**config.mk**
```make
export PLATFORM = sky130hd
export DESIGN_NAME = ncp_regs
export DESIGN_NICKNAME = d
export VERILOG_FILES = /design/src/hdl/ncp_pkg.sv /design/src/hdl/ncp_nco.sv /design/src/hdl/ncp_regs.sv
export SDC_FILE = /design/constraint.sdc
export NUM_CORES = 1
export LEC_CHECK = 0
export BUFFER_PORTS_ARGS = -buffer_cell sky130_fd_sc_hd__clkbuf_2
export CAP_MARGIN = 5
export CELL_PAD_IN_SITES_DETAIL_PLACEMENT = 2
export CELL_PAD_IN_SITES_GLOBAL_PLACEMENT = 2
export CORE_AREA = 2 2 149 224
export DETAILED_ROUTE_END_ITERATION = 10
export DIE_AREA = 0 0 151 226
export GPL_ROUTABILITY_DRIVEN = 0
export PLACE_DENSITY_LB_ADDON = 0.12
export SYNTH_ARGS = -nofsm -noshare
export SYNTH_HDL_FRONTEND = slang
export SYNTH_SLANG_ARGS = --single-unit
```
**constraint.sdc**
```tcl
create_clock -name clk_i -period 3.25 [get_ports clk_i]
set_input_delay 0.1625 -clock clk_i [delete_from_list [all_inputs] [get_ports clk_i]]
set_output_delay 0.1625 -clock clk_i [all_outputs]
set_load 0.02 [all_outputs]
```
**src/hdl/ncp_pkg.sv**
```systemverilog
package ncp_pkg;
  // register indices; byte address is four times the index
  localparam logic [7:0] IDX_PHASE = 8'h12;
  localparam logic [7:0] IDX_RSVD_A = 8'h13;
  localparam logic [7:0] IDX_FREQ_LO = 8'h14;
  localparam logic [7:0] IDX_FREQ_HI = 8'h15;
  localparam logic [7:0] IDX_RSVD_B = 8'h16;
  localparam logic [7:0] IDX_RSVD_C = 8'h17;
  localparam logic [7:0] IDX_SYNTH_CTL = 8'h18;
  localparam logic [7:0] IDX_SYNTH_DIV = 8'h19;
  localparam logic [7:0] IDX_VCO_TUNE = 8'h1a;
  localparam logic [7:0] IDX_AUTOLOAD = 8'h1f;
  localparam int ADDR_LSB = 2;

  // synth_control fields
  localparam int CTL_LF_CLAMP = 12;
  localparam int CTL_NSYNC_EN = 11;
  localparam int CTL_SYNTH_EN = 10;
  localparam int CTL_CP_HI = 7;
  localparam int CTL_CP_LO = 6;
  localparam int CTL_PRE_HI = 5;
  localparam int CTL_PRE_LO = 3;
  localparam int CTL_LFV_HI = 2;
  localparam int CTL_LFV_LO = 0;
  localparam logic [15:0] CTL_RESET = 16'h2808;
  localparam logic [15:0] CTL_WMASK = 16'hfff8;

  // synth_divider fields
  localparam int DIV_M_HI = 15;
  localparam int DIV_M_LO = 8;
  localparam int DIV_N_HI = 7;
  localparam int DIV_N_LO = 4;
  localparam int DIV_BIAS_HI = 3;
  localparam int DIV_BIAS_LO = 2;
  localparam logic [15:0] DIV_RESET = 16'h0440;
  localparam logic [15:0] DIV_WMASK = 16'hfffc;

  // vco coarse band register
  localparam int VCO_HI = 15;
  localparam int VCO_LO = 10;
  localparam logic [15:0] VCO_RESET = 16'h0000;
  localparam logic [15:0] VCO_WMASK = 16'hfc00;

  // mixer autoload config, bit 0 enables auto-sync on phase write
  localparam int AUTOLOAD_EN = 0;
  localparam logic [15:0] AUTOLOAD_RESET = 16'h0000;
  localparam logic [15:0] RSVD_VALUE = 16'h0000;

  typedef enum logic [1:0] {
    CP_NONE = 2'h0,
    CP_SINGLE = 2'h1,
    CP_UNUSED = 2'h2,
    CP_DUAL = 2'h3
  } ncp_pump_t;

  typedef struct packed {
    logic enable;
    logic bypass;
    logic lf_clamp;
    logic nsync_en;
    ncp_pump_t charge_pump_sel;
    logic [3:0] prescale;
    logic [7:0] m_ratio;
    logic m_valid;
    logic [4:0] n_ratio;
    logic [1:0] bias_trim;
    logic [5:0] vco_band;
  } ncp_pll_t;
endpackage

```
**src/hdl/ncp_nco.sv**
```systemverilog
`timescale 1ns/1ns
`default_nettype none
module ncp_nco (
  input wire logic clk_i,
  input wire logic rst_i,
  input wire logic load_i,
  input wire logic [31:0] freq_i,
  input wire logic [15:0] phase_i,
  output logic [15:0] lut_addr_o,
  output logic [31:0] freq_active_o
);
  typedef struct packed {
    logic [31:0] acc;
    logic [31:0] freq;
    logic [15:0] phase;
    logic [15:0] addr;
  } ncp_nco_st_t;

  ncp_nco_st_t st;
  ncp_nco_st_t next_st;

  always_comb begin
    next_st = st;
    next_st.acc = st.acc + st.freq;
    if (load_i) begin
      next_st.freq = freq_i;
      next_st.phase = phase_i;
    end
    next_st.addr = st.acc[31:16] + st.phase;
  end

  always_ff @(posedge clk_i) begin
    if (rst_i) begin
      st <= '0;
    end else begin
      st <= next_st;
    end
  end

  assign lut_addr_o = st.addr;
  assign freq_active_o = st.freq;
endmodule
`default_nettype wire

```
**src/hdl/ncp_regs.sv**
```systemverilog
// What this block does
// - phase offset plus top accumulator half addresses sine and cosine tables.
// - phase register write raises auto-sync when mixer autoload is enabled.
// - auto-sync loads phase and both frequency halves together; halves alone do nothing.
// - frequency word is signed 32-bit, low half then high half.
// - clamp bit grounds loop filter; falling clamp restarts the PLL.
// - divider sync bit, reset one, lets alignment input sync N dividers.
// - synth enable on runs PLL; off bypasses it with input clock.
// - charge pump code 00 none, 01 single, 11 dual, 10 unused.
// - prescaler codes 010..111 divide 2..7, 000 divides by 8.
// - loop filter voltage is read-only 3-bit code; writes ignored.
// - M top bit zero: M equals low seven bits, 4..127 valid.
// - M top bit one: M equals twice low seven bits, 8..254.
// - N ratio equals four-bit code plus one.
// - six-bit VCO coarse band field in bits 15:10 of its register.
//
// Decided for this implementation: register access over Wishbone.
`timescale 1ns/1ns
`default_nettype none
module ncp_regs (
  input wire logic clk_i,
  input wire logic rst_i,
  input wire logic wb_cyc_i,
  input wire logic wb_stb_i,
  input wire logic wb_we_i,
  input wire logic [9:0] wb_adr_i,
  input wire logic [3:0] wb_sel_i,
  input wire logic [31:0] wb_dat_i,
  input wire logic [2:0] lf_volt_i,
  input wire logic align_i,
  output logic [31:0] wb_dat_o,
  output logic wb_ack_o,
  output logic [15:0] lut_addr_o,
  output logic [31:0] freq_active_o,
  output ncp_pkg::ncp_pll_t pll_o,
  output logic pll_restart_o,
  output logic ndiv_sync_o,
  output logic m_invalid_o
);
  typedef struct packed {
    logic ack;
    logic [31:0] rdata;
    logic [15:0] phase;
    logic [15:0] freq_lo;
    logic [15:0] freq_hi;
    logic [15:0] ctl;
    logic [15:0] div;
    logic [15:0] vco;
    logic [15:0] autoload;
    logic [2:0] lfv;
    logic sync_pulse;
    ncp_pkg::ncp_pll_t pll;
    logic restart;
    logic nsync;
    logic minv;
  } ncp_regs_st_t;

  ncp_regs_st_t st;
  ncp_regs_st_t next_st;
  logic [7:0] idx;
  logic req;
  logic wr;
  logic [15:0] wdata;
  logic [15:0] wmask;

  assign idx = wb_adr_i[9:ncp_pkg::ADDR_LSB];
  assign req = wb_cyc_i && wb_stb_i && !st.ack;
  assign wr = req && wb_we_i;
  assign wmask = {{8{wb_sel_i[1]}}, {8{wb_sel_i[0]}}};
  assign wdata = wb_dat_i[15:0];

  function automatic logic [15:0] merge(input logic [15:0] old, input logic [15:0] d,
                                        input logic [15:0] m, input logic [15:0] keep);
    merge = (old & ~(m & keep)) | (d & m & keep);
  endfunction

  always_comb begin
    logic [15:0] rd;
    logic [6:0] mlow;
    logic [2:0] pcode;
    rd = ncp_pkg::RSVD_VALUE;
    mlow = '0;
    pcode = '0;
    next_st = st;
    next_st.ack = req;
    next_st.sync_pulse = 1'b0;
    next_st.lfv = lf_volt_i;
    if (wr) begin
      unique case (idx)
        ncp_pkg::IDX_PHASE: begin
          next_st.phase = merge(st.phase, wdata, wmask, 16'hffff);
          next_st.sync_pulse = st.autoload[ncp_pkg::AUTOLOAD_EN];
        end
        ncp_pkg::IDX_FREQ_LO: next_st.freq_lo = merge(st.freq_lo, wdata, wmask, 16'hffff);
        ncp_pkg::IDX_FREQ_HI: next_st.freq_hi = merge(st.freq_hi, wdata, wmask, 16'hffff);
        ncp_pkg::IDX_SYNTH_CTL: begin
          next_st.ctl = merge(st.ctl, wdata, wmask, ncp_pkg::CTL_WMASK);
        end
        ncp_pkg::IDX_SYNTH_DIV: next_st.div = merge(st.div, wdata, wmask, ncp_pkg::DIV_WMASK);
        ncp_pkg::IDX_VCO_TUNE: next_st.vco = merge(st.vco, wdata, wmask, ncp_pkg::VCO_WMASK);
        ncp_pkg::IDX_AUTOLOAD: next_st.autoload = merge(st.autoload, wdata, wmask, 16'h0001);
        default: ;
      endcase
    end
    unique case (idx)
      ncp_pkg::IDX_PHASE: rd = st.phase;
      ncp_pkg::IDX_FREQ_LO: rd = st.freq_lo;
      ncp_pkg::IDX_FREQ_HI: rd = st.freq_hi;
      ncp_pkg::IDX_SYNTH_CTL: rd = {st.ctl[15:3], st.lfv};
      ncp_pkg::IDX_SYNTH_DIV: rd = st.div;
      ncp_pkg::IDX_VCO_TUNE: rd = st.vco;
      ncp_pkg::IDX_AUTOLOAD: rd = st.autoload;
      default: rd = ncp_pkg::RSVD_VALUE;
    endcase
    next_st.rdata = (req && !wb_we_i) ? {16'h0000, rd} : 32'h0000_0000;

    // decoded pll controls follow the live register values
    next_st.pll.enable = st.ctl[ncp_pkg::CTL_SYNTH_EN];
    next_st.pll.bypass = !st.ctl[ncp_pkg::CTL_SYNTH_EN];
    next_st.pll.lf_clamp = st.ctl[ncp_pkg::CTL_LF_CLAMP];
    next_st.pll.nsync_en = st.ctl[ncp_pkg::CTL_NSYNC_EN];
    next_st.pll.charge_pump_sel =
      ncp_pkg::ncp_pump_t'(st.ctl[ncp_pkg::CTL_CP_HI:ncp_pkg::CTL_CP_LO]);
    // unused pump code falls back to no pump
    if (st.ctl[ncp_pkg::CTL_CP_HI:ncp_pkg::CTL_CP_LO] == 2'h2) begin
      next_st.pll.charge_pump_sel = ncp_pkg::CP_NONE;
    end
    pcode = st.ctl[ncp_pkg::CTL_PRE_HI:ncp_pkg::CTL_PRE_LO];
    next_st.pll.prescale = (pcode == 3'h0) ? 4'h8 : {1'b0, pcode};
    mlow = st.div[ncp_pkg::DIV_M_HI - 1:ncp_pkg::DIV_M_LO];
    if (st.div[ncp_pkg::DIV_M_HI]) begin
      next_st.pll.m_ratio = {mlow, 1'b0};
      next_st.pll.m_valid = (mlow >= 7'h04);
    end else begin
      next_st.pll.m_ratio = {1'b0, mlow};
      next_st.pll.m_valid = (mlow >= 7'h04);
    end
    // flag kept in its own flop so the pin needs no inverter
    next_st.minv = !next_st.pll.m_valid;
    next_st.pll.n_ratio = {1'b0, st.div[ncp_pkg::DIV_N_HI:ncp_pkg::DIV_N_LO]} + 5'h01;
    next_st.pll.bias_trim = st.div[ncp_pkg::DIV_BIAS_HI:ncp_pkg::DIV_BIAS_LO];
    next_st.pll.vco_band = st.vco[ncp_pkg::VCO_HI:ncp_pkg::VCO_LO];
    // one-cycle restart on the clamp's falling edge
    next_st.restart = st.pll.lf_clamp && !st.ctl[ncp_pkg::CTL_LF_CLAMP];
    next_st.nsync = st.ctl[ncp_pkg::CTL_NSYNC_EN] && align_i;
  end

  always_ff @(posedge clk_i) begin
    if (rst_i) begin
      st <= '0;
      st.ctl <= ncp_pkg::CTL_RESET;
      st.div <= ncp_pkg::DIV_RESET;
      st.vco <= ncp_pkg::VCO_RESET;
      st.autoload <= ncp_pkg::AUTOLOAD_RESET;
      st.pll.bypass <= 1'b1;
      st.pll.nsync_en <= 1'b1;
      st.pll.prescale <= 4'h1;
      st.pll.m_ratio <= 8'h04;
      st.pll.m_valid <= 1'b1;
      st.pll.n_ratio <= 5'h05;
    end else begin
      st <= next_st;
    end
  end

  // mixer values only reach the nco on an auto-sync
  ncp_nco u_nco (
    .clk_i(clk_i),
    .rst_i(rst_i),
    .load_i(st.sync_pulse),
    .freq_i({st.freq_hi, st.freq_lo}),
    .phase_i(st.phase),
    .lut_addr_o(lut_addr_o),
    .freq_active_o(freq_active_o)
  );

  assign wb_ack_o = st.ack;
  assign wb_dat_o = st.rdata;
  assign pll_o = st.pll;
  assign pll_restart_o = st.restart;
  assign ndiv_sync_o = st.nsync;
  assign m_invalid_o = st.minv;
endmodule
`default_nettype wire

```
==> results.md, run 1 <==
- Cell Area, Placed: 11500 um^2
- Final Max Tran Viols: 0
- Gr usage total: 0.194
- Antenna viol nets, final: 0
- Buffers on Ports: 134
- Reg clk slew, reported paths: 60 ps
- CP Data Arrival Time: 3450 ps
- Critical Path Stages: 11
- Effective utilization at floorplan: 0.345
- Prevailing post-synth register cell: dfxtp_1
- Final Hold Viols: 0
- Post-DR vias/cell: 5.04
- LEAKAGE: 5.13 nW
- Synthesized area per cell: 9.42 um^2
- H-tree depth: 1
- R2R setup slack: 210 ps
- Hold Slack: 17.1 ps
- Critical path class: reg -> reg
- Top cell type's share of synthesized area: 0.421
- #FFs+latches synth: 234
- Post-CTS setup buffer count: 0
- CP startpoint kind: register
- Period minus WS final: 3040 ps
- Net count, final: 1339
- Remaining Overflow, GRT: 0
- Final Cycle Share: 0.935
- Met2 Use GR: 0.366
- Setup TNS: 0 ps
- Largest net degree at the start of global routing: 130
- Setup crit end: u_nco.st[92]
- RSZ-0062 raised after global routing: false
- CP required: 3660 ps
- Crit Reg-Reg Startpoint: u_nco.freq_active_o[0]
- Critical-path cell list: ha_1 -> fa_1 -> a21oi_2 -> o211ai_2 -> nand3_1 -> a21oi_2 -> a221oi_2 -> o21ai_2 -> a221oi_2 -> nor4_1 -> a211o_1
- # rows: 81
- Slew Limit Headroom: 0.454
- Sink Count: 234
- Number of vias in the routed layout: 8402
- Share of cells above drive strength 1: 0.188
- Synth unique cells: 65
- Boundary Pins: 171
- Largest family of logic cells by synthesized area: simple AND/OR/NAND/NOR gates
- # diodes: 0
- Slew @ Worst Pin: 819 ps
- Final Setup Violations: 0
- Clk_lat worst skew: 530 ps
- DP HPWL: 24.7 mm
- Die X: 151 um
- Post-synthesis compound-gate area fraction: 0.110
- Synth Area in Adders: 0.0565
- Post-synth EDFFs: 0
- Wire per inst: 20.1 um
- Power per Cell Area: 482 nW/um^2
- Design internal power: 4.70 mW
- Max Cap Viol: 0
- Finished Core Util: 0.390
- Mapped Cells: 1181
- Critical Path Sink Type: register
- Antenna violations before repair: 0
- Commonest non-fill, non-tap cell in the layout: dfxtp_1
- Bufs and invs on worst path: 0
- # fillers: 3628
- Part of the power in registers: 0.475
- Achievable Freq: 329 MHz
- DRC Markers: 0
- Post-synthesis mux area share: 0.131
- Total CTS buffers: 25
- Xor/xnor cell area share of the yosys netlist: 0.0307
- Synthesis warning total: 0
- RR Endpoint: u_nco.st[92]
- Area contributors post-synth: dfxtp_1 (42%), mux2i_1 (13%), buf_4 (7.6%)
- Drt pass-1 iters: 6
- Delay-heaviest family, CP: compound AO/OA/AOI/OAI gates
- Worst hold path depth: 3
- Fraction of registers with async set/reset: 0
- Vias in the first global route: 8898
- Critical path peak fanout: 5
- TritonCTS clock tree: built
- Worst vdd rail ir drop: 0.338 mV
- Slowest Stage Delay on Critical Path: 430 ps
- Full die area: 34100 um^2
- Status: complete, no violations
- Switch Pwr: 1.36 mW
- Sequential area share after synthesis: 0.421
- Comb power frac: 0.032
- Top Usage Layer GRT: met2
- Die height: 226 um
- Critical hold path startpoint: wb_dat_i[5]
- Area growth, synth to finish: 12.9%
- Net Sw Frac: 0.224
- Total wire length: 33.5 mm
- Most frequent cells in the layout: dfxtp_1 (233), nor2_1 (203), mux2i_1 (142), clkbuf_2 (133)
- CP max-delay cell: fa_1
- Skew final: 6.03 ps
- Synth Cell Area: 11100 um^2
- Simple-Gate Fraction of Synth Area: 0.152
- HP Class: in -> reg
- Design area: 12600 um^2
- First-pass GRT wire length: 51.2 mm
- Clk network pwr share: 0.492
- CTS max path bufs: 3
- CP Launch Point: u_nco.freq_active_o[0]
- Root Driver: clkbuf_16
- Met1 GRT Util: 0.231
- Grt met3 use: 0.0242
- Initial drt markers: 305
- R2R cell count: 11
- Area leader, netlist: dfxtp_1
- Core Area: 32200 um^2
[metal layers]
metal / share of wire / up-vias
met1: 0.42 / 4182
li1: - / 4046
met3: 0.033 / 31
met4: 0.017 / 0
met5: 0 / -
met2: 0.53 / 143
[worst min-delay path by stage]
stage               endpoint  slack [ps]
finish              register          20
global route        register          60
CTS                 register          20
detailed placement    st[37]         380
global placement      st[37]         380
floorplan             st[36]         290
[cell families after synthesis]
kind of cell | after synthesis
buffers and inverters | 177
adders and majority gates | 49
and+or+nand+nor | 360
DFF | 234
other | 1
AOI/OAI and AO/OA | 176
xor gates and xnor gates | 39
muxes | 145
[cells in the mapped netlist (3+ instances only)]
master,count
xnor2_1,21
ha_1,47
nand2b_1,5
nor3_1,15
inv_1,13
nand3_1,9
nor2_4,7
o21ai_0,22
clkbuf_1,42
nand4_1,5
a211oi_2,3
and4_1,3
nor4_1,3
nand2_1,56
a21oi_2,3
and2_1,3
a211oi_1,7
nor3b_1,4
dfxtp_1,234
nor2_1,203
a21oi_1,57
o21bai_1,5
and3_1,8
nor2b_1,25
mux2i_1,142
a222oi_1,16
buf_4,113
o21ai_1,6
a21o_1,22
a31oi_1,3
buf_1,5
a221oi_2,3
or2_2,3
xor2_1,18
o21a_1,3
a22oi_1,11
[tightest hold or removal path, delay by kind of cell]
kind | cells | cell delay, ps
buffers and inverters | 1 | 170
multiplexers | 1 | 100
AND/OR/NAND/NOR | 1 | 70
[repair_timing]
item,4_1_cts,5_1_grt
hold endpoints to repair,46,0
hold buffers,20,0
resized for setup,0,1
setup endpoints to repair,0,1
[metrics by stage]
stage / power (mW) / std cells / worst slack (ps)
after floorplan: 3.06 / 1196 / 621
after global placement: 3.12 / 1603 / 233
after detailed placement: 3.12 / 1603 / 144
after CTS: 6.16 / 1668 / 110
after global routing: 6.27 / 1668 / 23.9
final: 6.06 / 1668 / 212
[final cells by class]
type	count	area [um^2]	share of cell area
clock buffers	33	706	0.0562
clock inverters	12	149	0.0119
inverters	15	56.3	0.00448
multi-input cells	785	5410	0.430
flip-flops and latches	234	4690	0.373
well taps	415	519	0.0413
repair buffers	174	1040	0.0828
[power groups by stage]
stage	Clock, mW	Combinational (mW)	Sequential, mW
after floorplan	0	0.117	2.94
after global placement	0	0.177	2.94
after detailed placement	0	0.180	2.94
after CTS	3.08	0.200	2.88
after global routing	3.18	0.215	2.88
final	2.98	0.197	2.88
Power figures use the tool's default switching activity.
==> run 2: changes to the inputs <==
REMOVE_ABC_BUFFERS = 1   (was unset)
==> run 2 against run 1 <==
Effect of this change: core utilization hardly changed; sequential share of layout area hardly changed; register-to-register slack worse by 20 ps; largest power group unchanged.
==> results.md, run 2 (synthesis gave the netlist of run 1 again) <==
- Status: complete, no violations (unchanged)
- Final Hold Viols: 0 (unchanged)
- Effective utilization at floorplan: 0.345 (unchanged)
- Reg clk slew, reported paths: 60 ps (about the same)
- Net Sw Frac: 0.219 (was 0.224)
- TritonCTS clock tree: built (unchanged)
- Sink Count: 234 (unchanged)
- Antenna viol nets, final: 0 (unchanged)
- Final Setup Violations: 0 (unchanged)
- CP required: 3670 ps (was 3660 ps)
- Critical-path cell list: ha_1 -> fa_1 -> a21oi_2 -> o211ai_2 -> nand3_1 -> a21oi_2 -> a221oi_2 -> o21ai_2 -> a221oi_2 -> nor4_1 -> a211o_1 (unchanged)
- Post-DR vias/cell: 5.03 (was 5.04)
- Pre-CTS WS: 113 ps (was 144 ps)
- Inst Count DP: 1595 (was 1603)
- Largest net degree at the start of global routing: 66 (was 130)
- Full die area: 34100 um^2 (unchanged)
- First-pass GRT wire length: 52.5 mm (was 51.2 mm)
- # diodes: 0 (unchanged)
- Slew Limit Headroom: 0.473 (was 0.454)
- LEAKAGE: 5.12 nW (was 5.13 nW)
- Skew final: 13.5 ps (was 6.03 ps)
- Total wire length: 33.3 mm (was 33.5 mm)
- Commonest non-fill, non-tap cell in the layout: dfxtp_1 (unchanged)
- DP HPWL: 24.6 mm (was 24.7 mm)
- Clk network pwr share: 0.503 (was 0.492)
- Achievable Freq: 327 MHz (was 329 MHz)
- Comb power frac: 0.032 (about the same)
- Met1 WL: 13.2 mm (was 14.0 mm)
- Period minus WS final: 3050 ps (was 3040 ps)
- Worst hold path depth: 3 (unchanged)
- Boundary Pins: 171 (unchanged)
- Top Layer Used: met4 (unchanged)
- Post-CTS setup buffer count: 0 (unchanged)
- Root Driver: clkbuf_16 (unchanged)
- CP startpoint kind: register (unchanged)
- H-tree depth: 1 (unchanged)
- CTS max path bufs: 3 (unchanged)
- Part of the power in registers: 0.465 (was 0.475)
- Wire per inst: 20.1 um (about the same)
- HP Class: in -> reg (unchanged)
- Critical Path Sink Type: register (unchanged)
- DRC Markers: 0 (unchanged)
- Critical path peak fanout: 5 (unchanged)
- Die X: 151 um (unchanged)
- Area growth, synth to finish: 12.9% (about the same)
- Routed wl met3: 1.08 mm (was 1.10 mm)
- Core Area: 32200 um^2 (unchanged)
- Vias in the first global route: 9146 (was 8898)
- Max Cap Viol: 0 (unchanged)
- Total CTS buffers: 26 (was 25)
- CP max-delay cell: fa_1 (unchanged)
- Buffers on Ports: 134 (unchanged)
- CP Data Arrival Time: 3480 ps (was 3450 ps)
- Most frequent cells in the layout: dfxtp_1 (233), nor2_1 (203), mux2i_1 (142), clkbuf_2 (133) (unchanged)
- Critical path class: reg -> reg (unchanged)
- Slew @ Worst Pin: 790 ps (was 819 ps)
- Design internal power: 4.83 mW (was 4.70 mW)
- Share of cells above drive strength 1: 0.180 (was 0.188)
- Clk_lat worst skew: 550 ps (was 530 ps)
- Slowest Stage Delay on Critical Path: 430 ps (about the same)
- Worst setup margin: 195 ps (was 212 ps)
- Die height: 226 um (unchanged)
- Switch Pwr: 1.36 mW (about the same)
- Initial drt markers: 399 (was 305)
- Final Cycle Share: 0.940 (was 0.935)
- R2R cell count: 11 (unchanged)
- # fillers: 3578 (was 3628)
- Routed wl met2: 18.2 mm (was 17.8 mm)
- # rows: 81 (unchanged)
- Remaining Overflow, GRT: 0 (unchanged)
- Gr usage total: 0.200 (was 0.194)
- Drt pass-1 iters: 5 (was 6)
- Number of vias in the routed layout: 8363 (was 8402)
- Net count, final: 1335 (was 1339)
- Register Area: 4690 um^2 (unchanged)
- Footprint of the multi-input gates: 5410 um^2 (unchanged)
- Final Max Tran Viols: 0 (unchanged)
- Fin cells: 1662 (was 1668)
- RSZ-0062 raised after global routing: false (unchanged)
- Power per Cell Area: 493 nW/um^2 (was 482 nW/um^2)
- Setup TNS: 0 ps (unchanged)
- Antenna violations before repair: 0 (unchanged)
- Worst vdd rail ir drop: 0.346 mV (was 0.338 mV)
-- run 2: changes by cell type in the layout (fill, tap and decap cells not counted), sizes merged --
cell         delta
inv             +1
dlygate4sd3     +3
bufinv          +1
clkbuf          +1
buf             -8
clkinv          -2
clkinvlp        -2
-- run 2: final cells by class --
class | count | area share
multi-input cells | 785 | 0.431
flip-flops and latches | 234 | 0.373
repair buffers | 169 | 0.0794
clock buffers | 34 | 0.0583
well taps | 415 | 0.0413
clock inverters | 10 | 0.0129
inverters | 15 | 0.00448
-- run 2: final timing paths --
| kind | to | startpoint | slack [ps] |
|---|---|---|---|
| min | register | wb_dat_i[15] | 20 |
| max | u_nco.st[92] | u_nco.freq_active_o[0] | 200 |
| min reg2reg | pll_o[30] | register | 440 |
| max reg2reg | u_nco.st[92] | u_nco.freq_active_o[0] | 200 |
-- run 2: per-layer routing --
metal / track usage / up-vias
li1: - / 4029
met1: 0.227 / 4142
met2: 0.384 / 148
met3: 0.0216 / 44
met4: 0.0579 / 0
met5: 0 / -
-- run 2: per-stage QoR --
stage / total power, mW / util / area [um^2] / hold WS (ps)
2_1_floorplan: 3.00 / - / 10100 / 229
4_1_cts: 6.30 / 0.390 / 12600 / 5.11
3_3_place_gp: 3.12 / 0.355 / 11400 / 384
6_report: 6.19 / 0.390 / 12600 / 19.3
3_5_place_dp: 3.12 / 0.355 / 11400 / 390
5_1_grt: 6.44 / 0.390 / 12600 / 28.8
-- run 2: worst max-delay path: cells and delay by family (launching register included) --
kind | cells | cell delay [ps]
adder cells (fa/ha/maj) | 2 | 670
AO/OA/AOI/OAI | 7 | 1700
flip-flops | 1 | 330
AND/OR/NAND/NOR | 2 | 240
-- run 2: power groups by stage --
stage	clock network (mW)	logic (mW)	registers (mW)
4_1_cts	3.22	0.199	2.88
2_1_floorplan	0	0.0587	2.95
3_5_place_dp	0	0.178	2.94
5_1_grt	3.35	0.216	2.88
6_report	3.11	0.196	2.88
3_3_place_gp	0	0.176	2.94
-- run 2: what timing repair did --
action	CTS	global route
hold buffers	23	0
endpoints found under the hold margin	75	0
setup endpoints to repair	0	2
gates resized for setup	0	1
==> run 3: changes to the inputs <==
CELL_PAD_IN_SITES_DETAIL_PLACEMENT = 0   (was 2)
CELL_PAD_IN_SITES_GLOBAL_PLACEMENT = 1   (was 2)
CORE_AREA = 2 2 132 198   (was 2 2 149 224)
CTS_BUF_LIST = sky130_fd_sc_hd__clkbuf_4   (was unset)
DIE_AREA = 0 0 134 200   (was 0 0 151 226)
==> run 3 against run 2 <==
Effect of this change: non-clock buffer count is 1 higher; sequential share of layout area is 0.68 points higher; critical endpoint unchanged; count of clock-buffer cells in the layout is 53 higher; largest power group is now sequential cells; setup slack better by 91 ps; worst hold slack better by 69 ps; power is 10% lower; final cell count is 1.7% lower; clock skew is 32 ps higher; register-to-register slack better by 90 ps.
==> results.md, run 3 (synthesis gave the netlist of run 1 again) <==
- Status: complete, no violations (unchanged)
- Antenna viol nets, final: 0 (unchanged)
- DP HPWL: 20.1 mm (was 24.6 mm)
- Core Area: 25000 um^2 (was 32200 um^2)
- Total wire length: 28.2 mm (was 33.3 mm)
- LEAKAGE: 5.14 nW (was 5.12 nW)
- # fillers: 2513 (was 3578)
- Power per Cell Area: 450 nW/um^2 (was 493 nW/um^2)
- CP Launch Point: u_nco.freq_active_o[0] (unchanged)
- Achievable Freq: 337 MHz (was 327 MHz)
- CP startpoint kind: register (unchanged)
- Share of cells above drive strength 1: 0.210 (was 0.180)
- Slew @ Worst Pin: 965 ps (was 790 ps)
- Die height: 200 um (was 226 um)
- Critical path class: reg -> reg (unchanged)
- Buffers on Ports: 134 (unchanged)
- Critical path peak fanout: 5 (unchanged)
- Critical Path Sink Type: register (unchanged)
- R2R cell count: 11 (unchanged)
- Die X: 134 um (was 151 um)
- DRC Markers: 0 (unchanged)
- CP Data Arrival Time: 3580 ps (was 3480 ps)
- Net count, final: 1369 (was 1335)
- Full die area: 26800 um^2 (was 34100 um^2)
- Skew final: 45.7 ps (was 13.5 ps)
- Reg clk slew, reported paths: 70 ps (was 60 ps)
- Max Cap Viol: 0 (unchanged)
- Post-DR vias/cell: 5.12 (was 5.03)
- Drt pass-1 iters: 7 (was 5)
- Footprint of the multi-input gates: 5410 um^2 (about the same)
- Register Area: 4690 um^2 (unchanged)
- Antenna violations before repair: 1 (was 0)
- Total CTS buffers: 59 (was 26)
- RR Endpoint: u_nco.st[92] (unchanged)
- Sink Count: 234 (unchanged)
- Number of vias in the routed layout: 8363 (unchanged)
- Vias in the first global route: 8232 (was 9146)
- Final Setup Violations: 0 (unchanged)
- HP Class: in -> reg (unchanged)
- Period minus WS final: 2960 ps (was 3050 ps)
- RSZ-0062 raised after global routing: false (unchanged)
- R2R setup slack: 290 ps (was 200 ps)
- Worst vdd rail ir drop: 0.263 mV (was 0.346 mV)
- Clk_lat worst skew: 720 ps (was 550 ps)
- Final Cycle Share: 0.912 (was 0.940)
- Final Max Tran Viols: 0 (unchanged)
- Remaining Overflow, GRT: 0 (unchanged)
- Root Driver: clkbuf_4 (was clkbuf_16)
- Final Hold Viols: 0 (unchanged)
- Area growth, synth to finish: 10.9% (was 12.9%)
- Initial drt markers: 513 (was 399)
- Effective utilization at floorplan: 0.446 (was 0.345)
- Power Total: 5.55 mW (was 6.19 mW)
- CTS max path bufs: 3 (unchanged)
- Commonest non-fill, non-tap cell in the layout: dfxtp_1 (unchanged)
- CP required: 3860 ps (was 3670 ps)
- Setup crit end: u_nco.st[92] (unchanged)
- Gr usage total: 0.211 (was 0.200)
- Boundary Pins: 171 (unchanged)
- Critical hold path startpoint: wb_adr_i[4] (was wb_dat_i[15])
- Most frequent cells in the layout: dfxtp_1 (233), nor2_1 (203), mux2i_1 (142), clkbuf_2 (133), clkbuf_4 (87) (was dfxtp_1 (233), nor2_1 (203), mux2i_1 (142), clkbuf_2 (133))
- Largest net degree at the start of global routing: 145 (was 66)
- First-pass GRT wire length: 44.0 mm (was 52.5 mm)
- Post-CTS setup buffer count: 0 (unchanged)
- H-tree depth: 2 (was 1)
- # rows: 71 (was 81)
- Wire per inst: 17.2 um (was 20.1 um)
- Crit Reg-Reg Startpoint: u_nco.freq_active_o[0] (unchanged)
- Setup TNS: 0 ps (unchanged)
- Slew Limit Headroom: 0.357 (was 0.473)
- TritonCTS clock tree: built (unchanged)
[run 3: cell types whose count changed in the layout (fill, tap and decap cells not counted), sizes merged]
cell / previous run / this run
bufinv: 4 / 1
clkinvlp: 2 / 1
buf: 13 / 10
diode: 0 / 2
clkbuf: 167 / 220
clkinv: 3 / 10
dlygate4sd3: 23 / 27
[run 3: stage by stage]
step	area (um^2)	std cells	hold WS, ps	setup slack, ps	utilization
3_3_place_gp	11300	1505	383	296	0.453
3_5_place_dp	11300	1505	389	270	0.453
4_1_cts	12300	1632	12.9	223	0.494
5_1_grt	12300	1634	93.3	52.8	0.494
6_report	12300	1634	88.8	286	0.494
2_1_floorplan	10100	1034	229	528	-
[run 3: worst min path at each step]
stage          cells past startpoint        to  slack (ps)
2_1_floorplan                      1  pll_o[4]         230
3_3_place_gp                       2    st[37]         380
3_5_place_dp                       2    st[37]         390
4_1_cts                            5  register          10
5_1_grt                            6  register          90
6_report                           5  register          90
[run 3: cell type report]
class,count,share of cell area
diodes,2,0.000406
clock buffers,87,0.0530
clock inverters,13,0.00700
inverters,15,0.00456
multi-input cells,785,0.439
flip-flops and latches,234,0.380
well taps,328,0.0333
repair buffers,170,0.0833
[run 3: power breakdown]
| part | internal (mW) | switching (mW) | total (mW) |
|---|---|---|---|
| Combinational | 0.0613 | 0.133 | 0.194 |
| Clock | 1.29 | 1.18 | 2.48 |
| Sequential | 2.87 | 0.00421 | 2.88 |
| Total | 4.23 | 1.32 | 5.55 |
[run 3: worst max-delay path, cell delays in order (launching register included)]
cell,delay (ps)
dfxtp_1,320
ha_1,220
fa_1,400
a21oi_1,300
o211ai_2,170
nand3_1,130
a21oi_2,120
a221oi_2,340
o21ai_2,140
a221oi_2,380
nor4_1,90
a211o_1,240
[run 3: per-layer routing]
metal | vias to the layer above | share of wire | track usage
met4 | 0 | 0.038 | 0.100
met2 | 194 | 0.52 | 0.385
met5 | - | 0 | 0
li1 | 4162 | - | -
met3 | 61 | 0.044 | 0.0432
met1 | 3946 | 0.40 | 0.234
[run 3: timing repair]
| item | 4_1_cts | 5_1_grt |
|---|---|---|
| resized for setup | 0 | 0 |
| hold buffers | 27 | 0 |
| hold endpoints to repair | 130 | 0 |
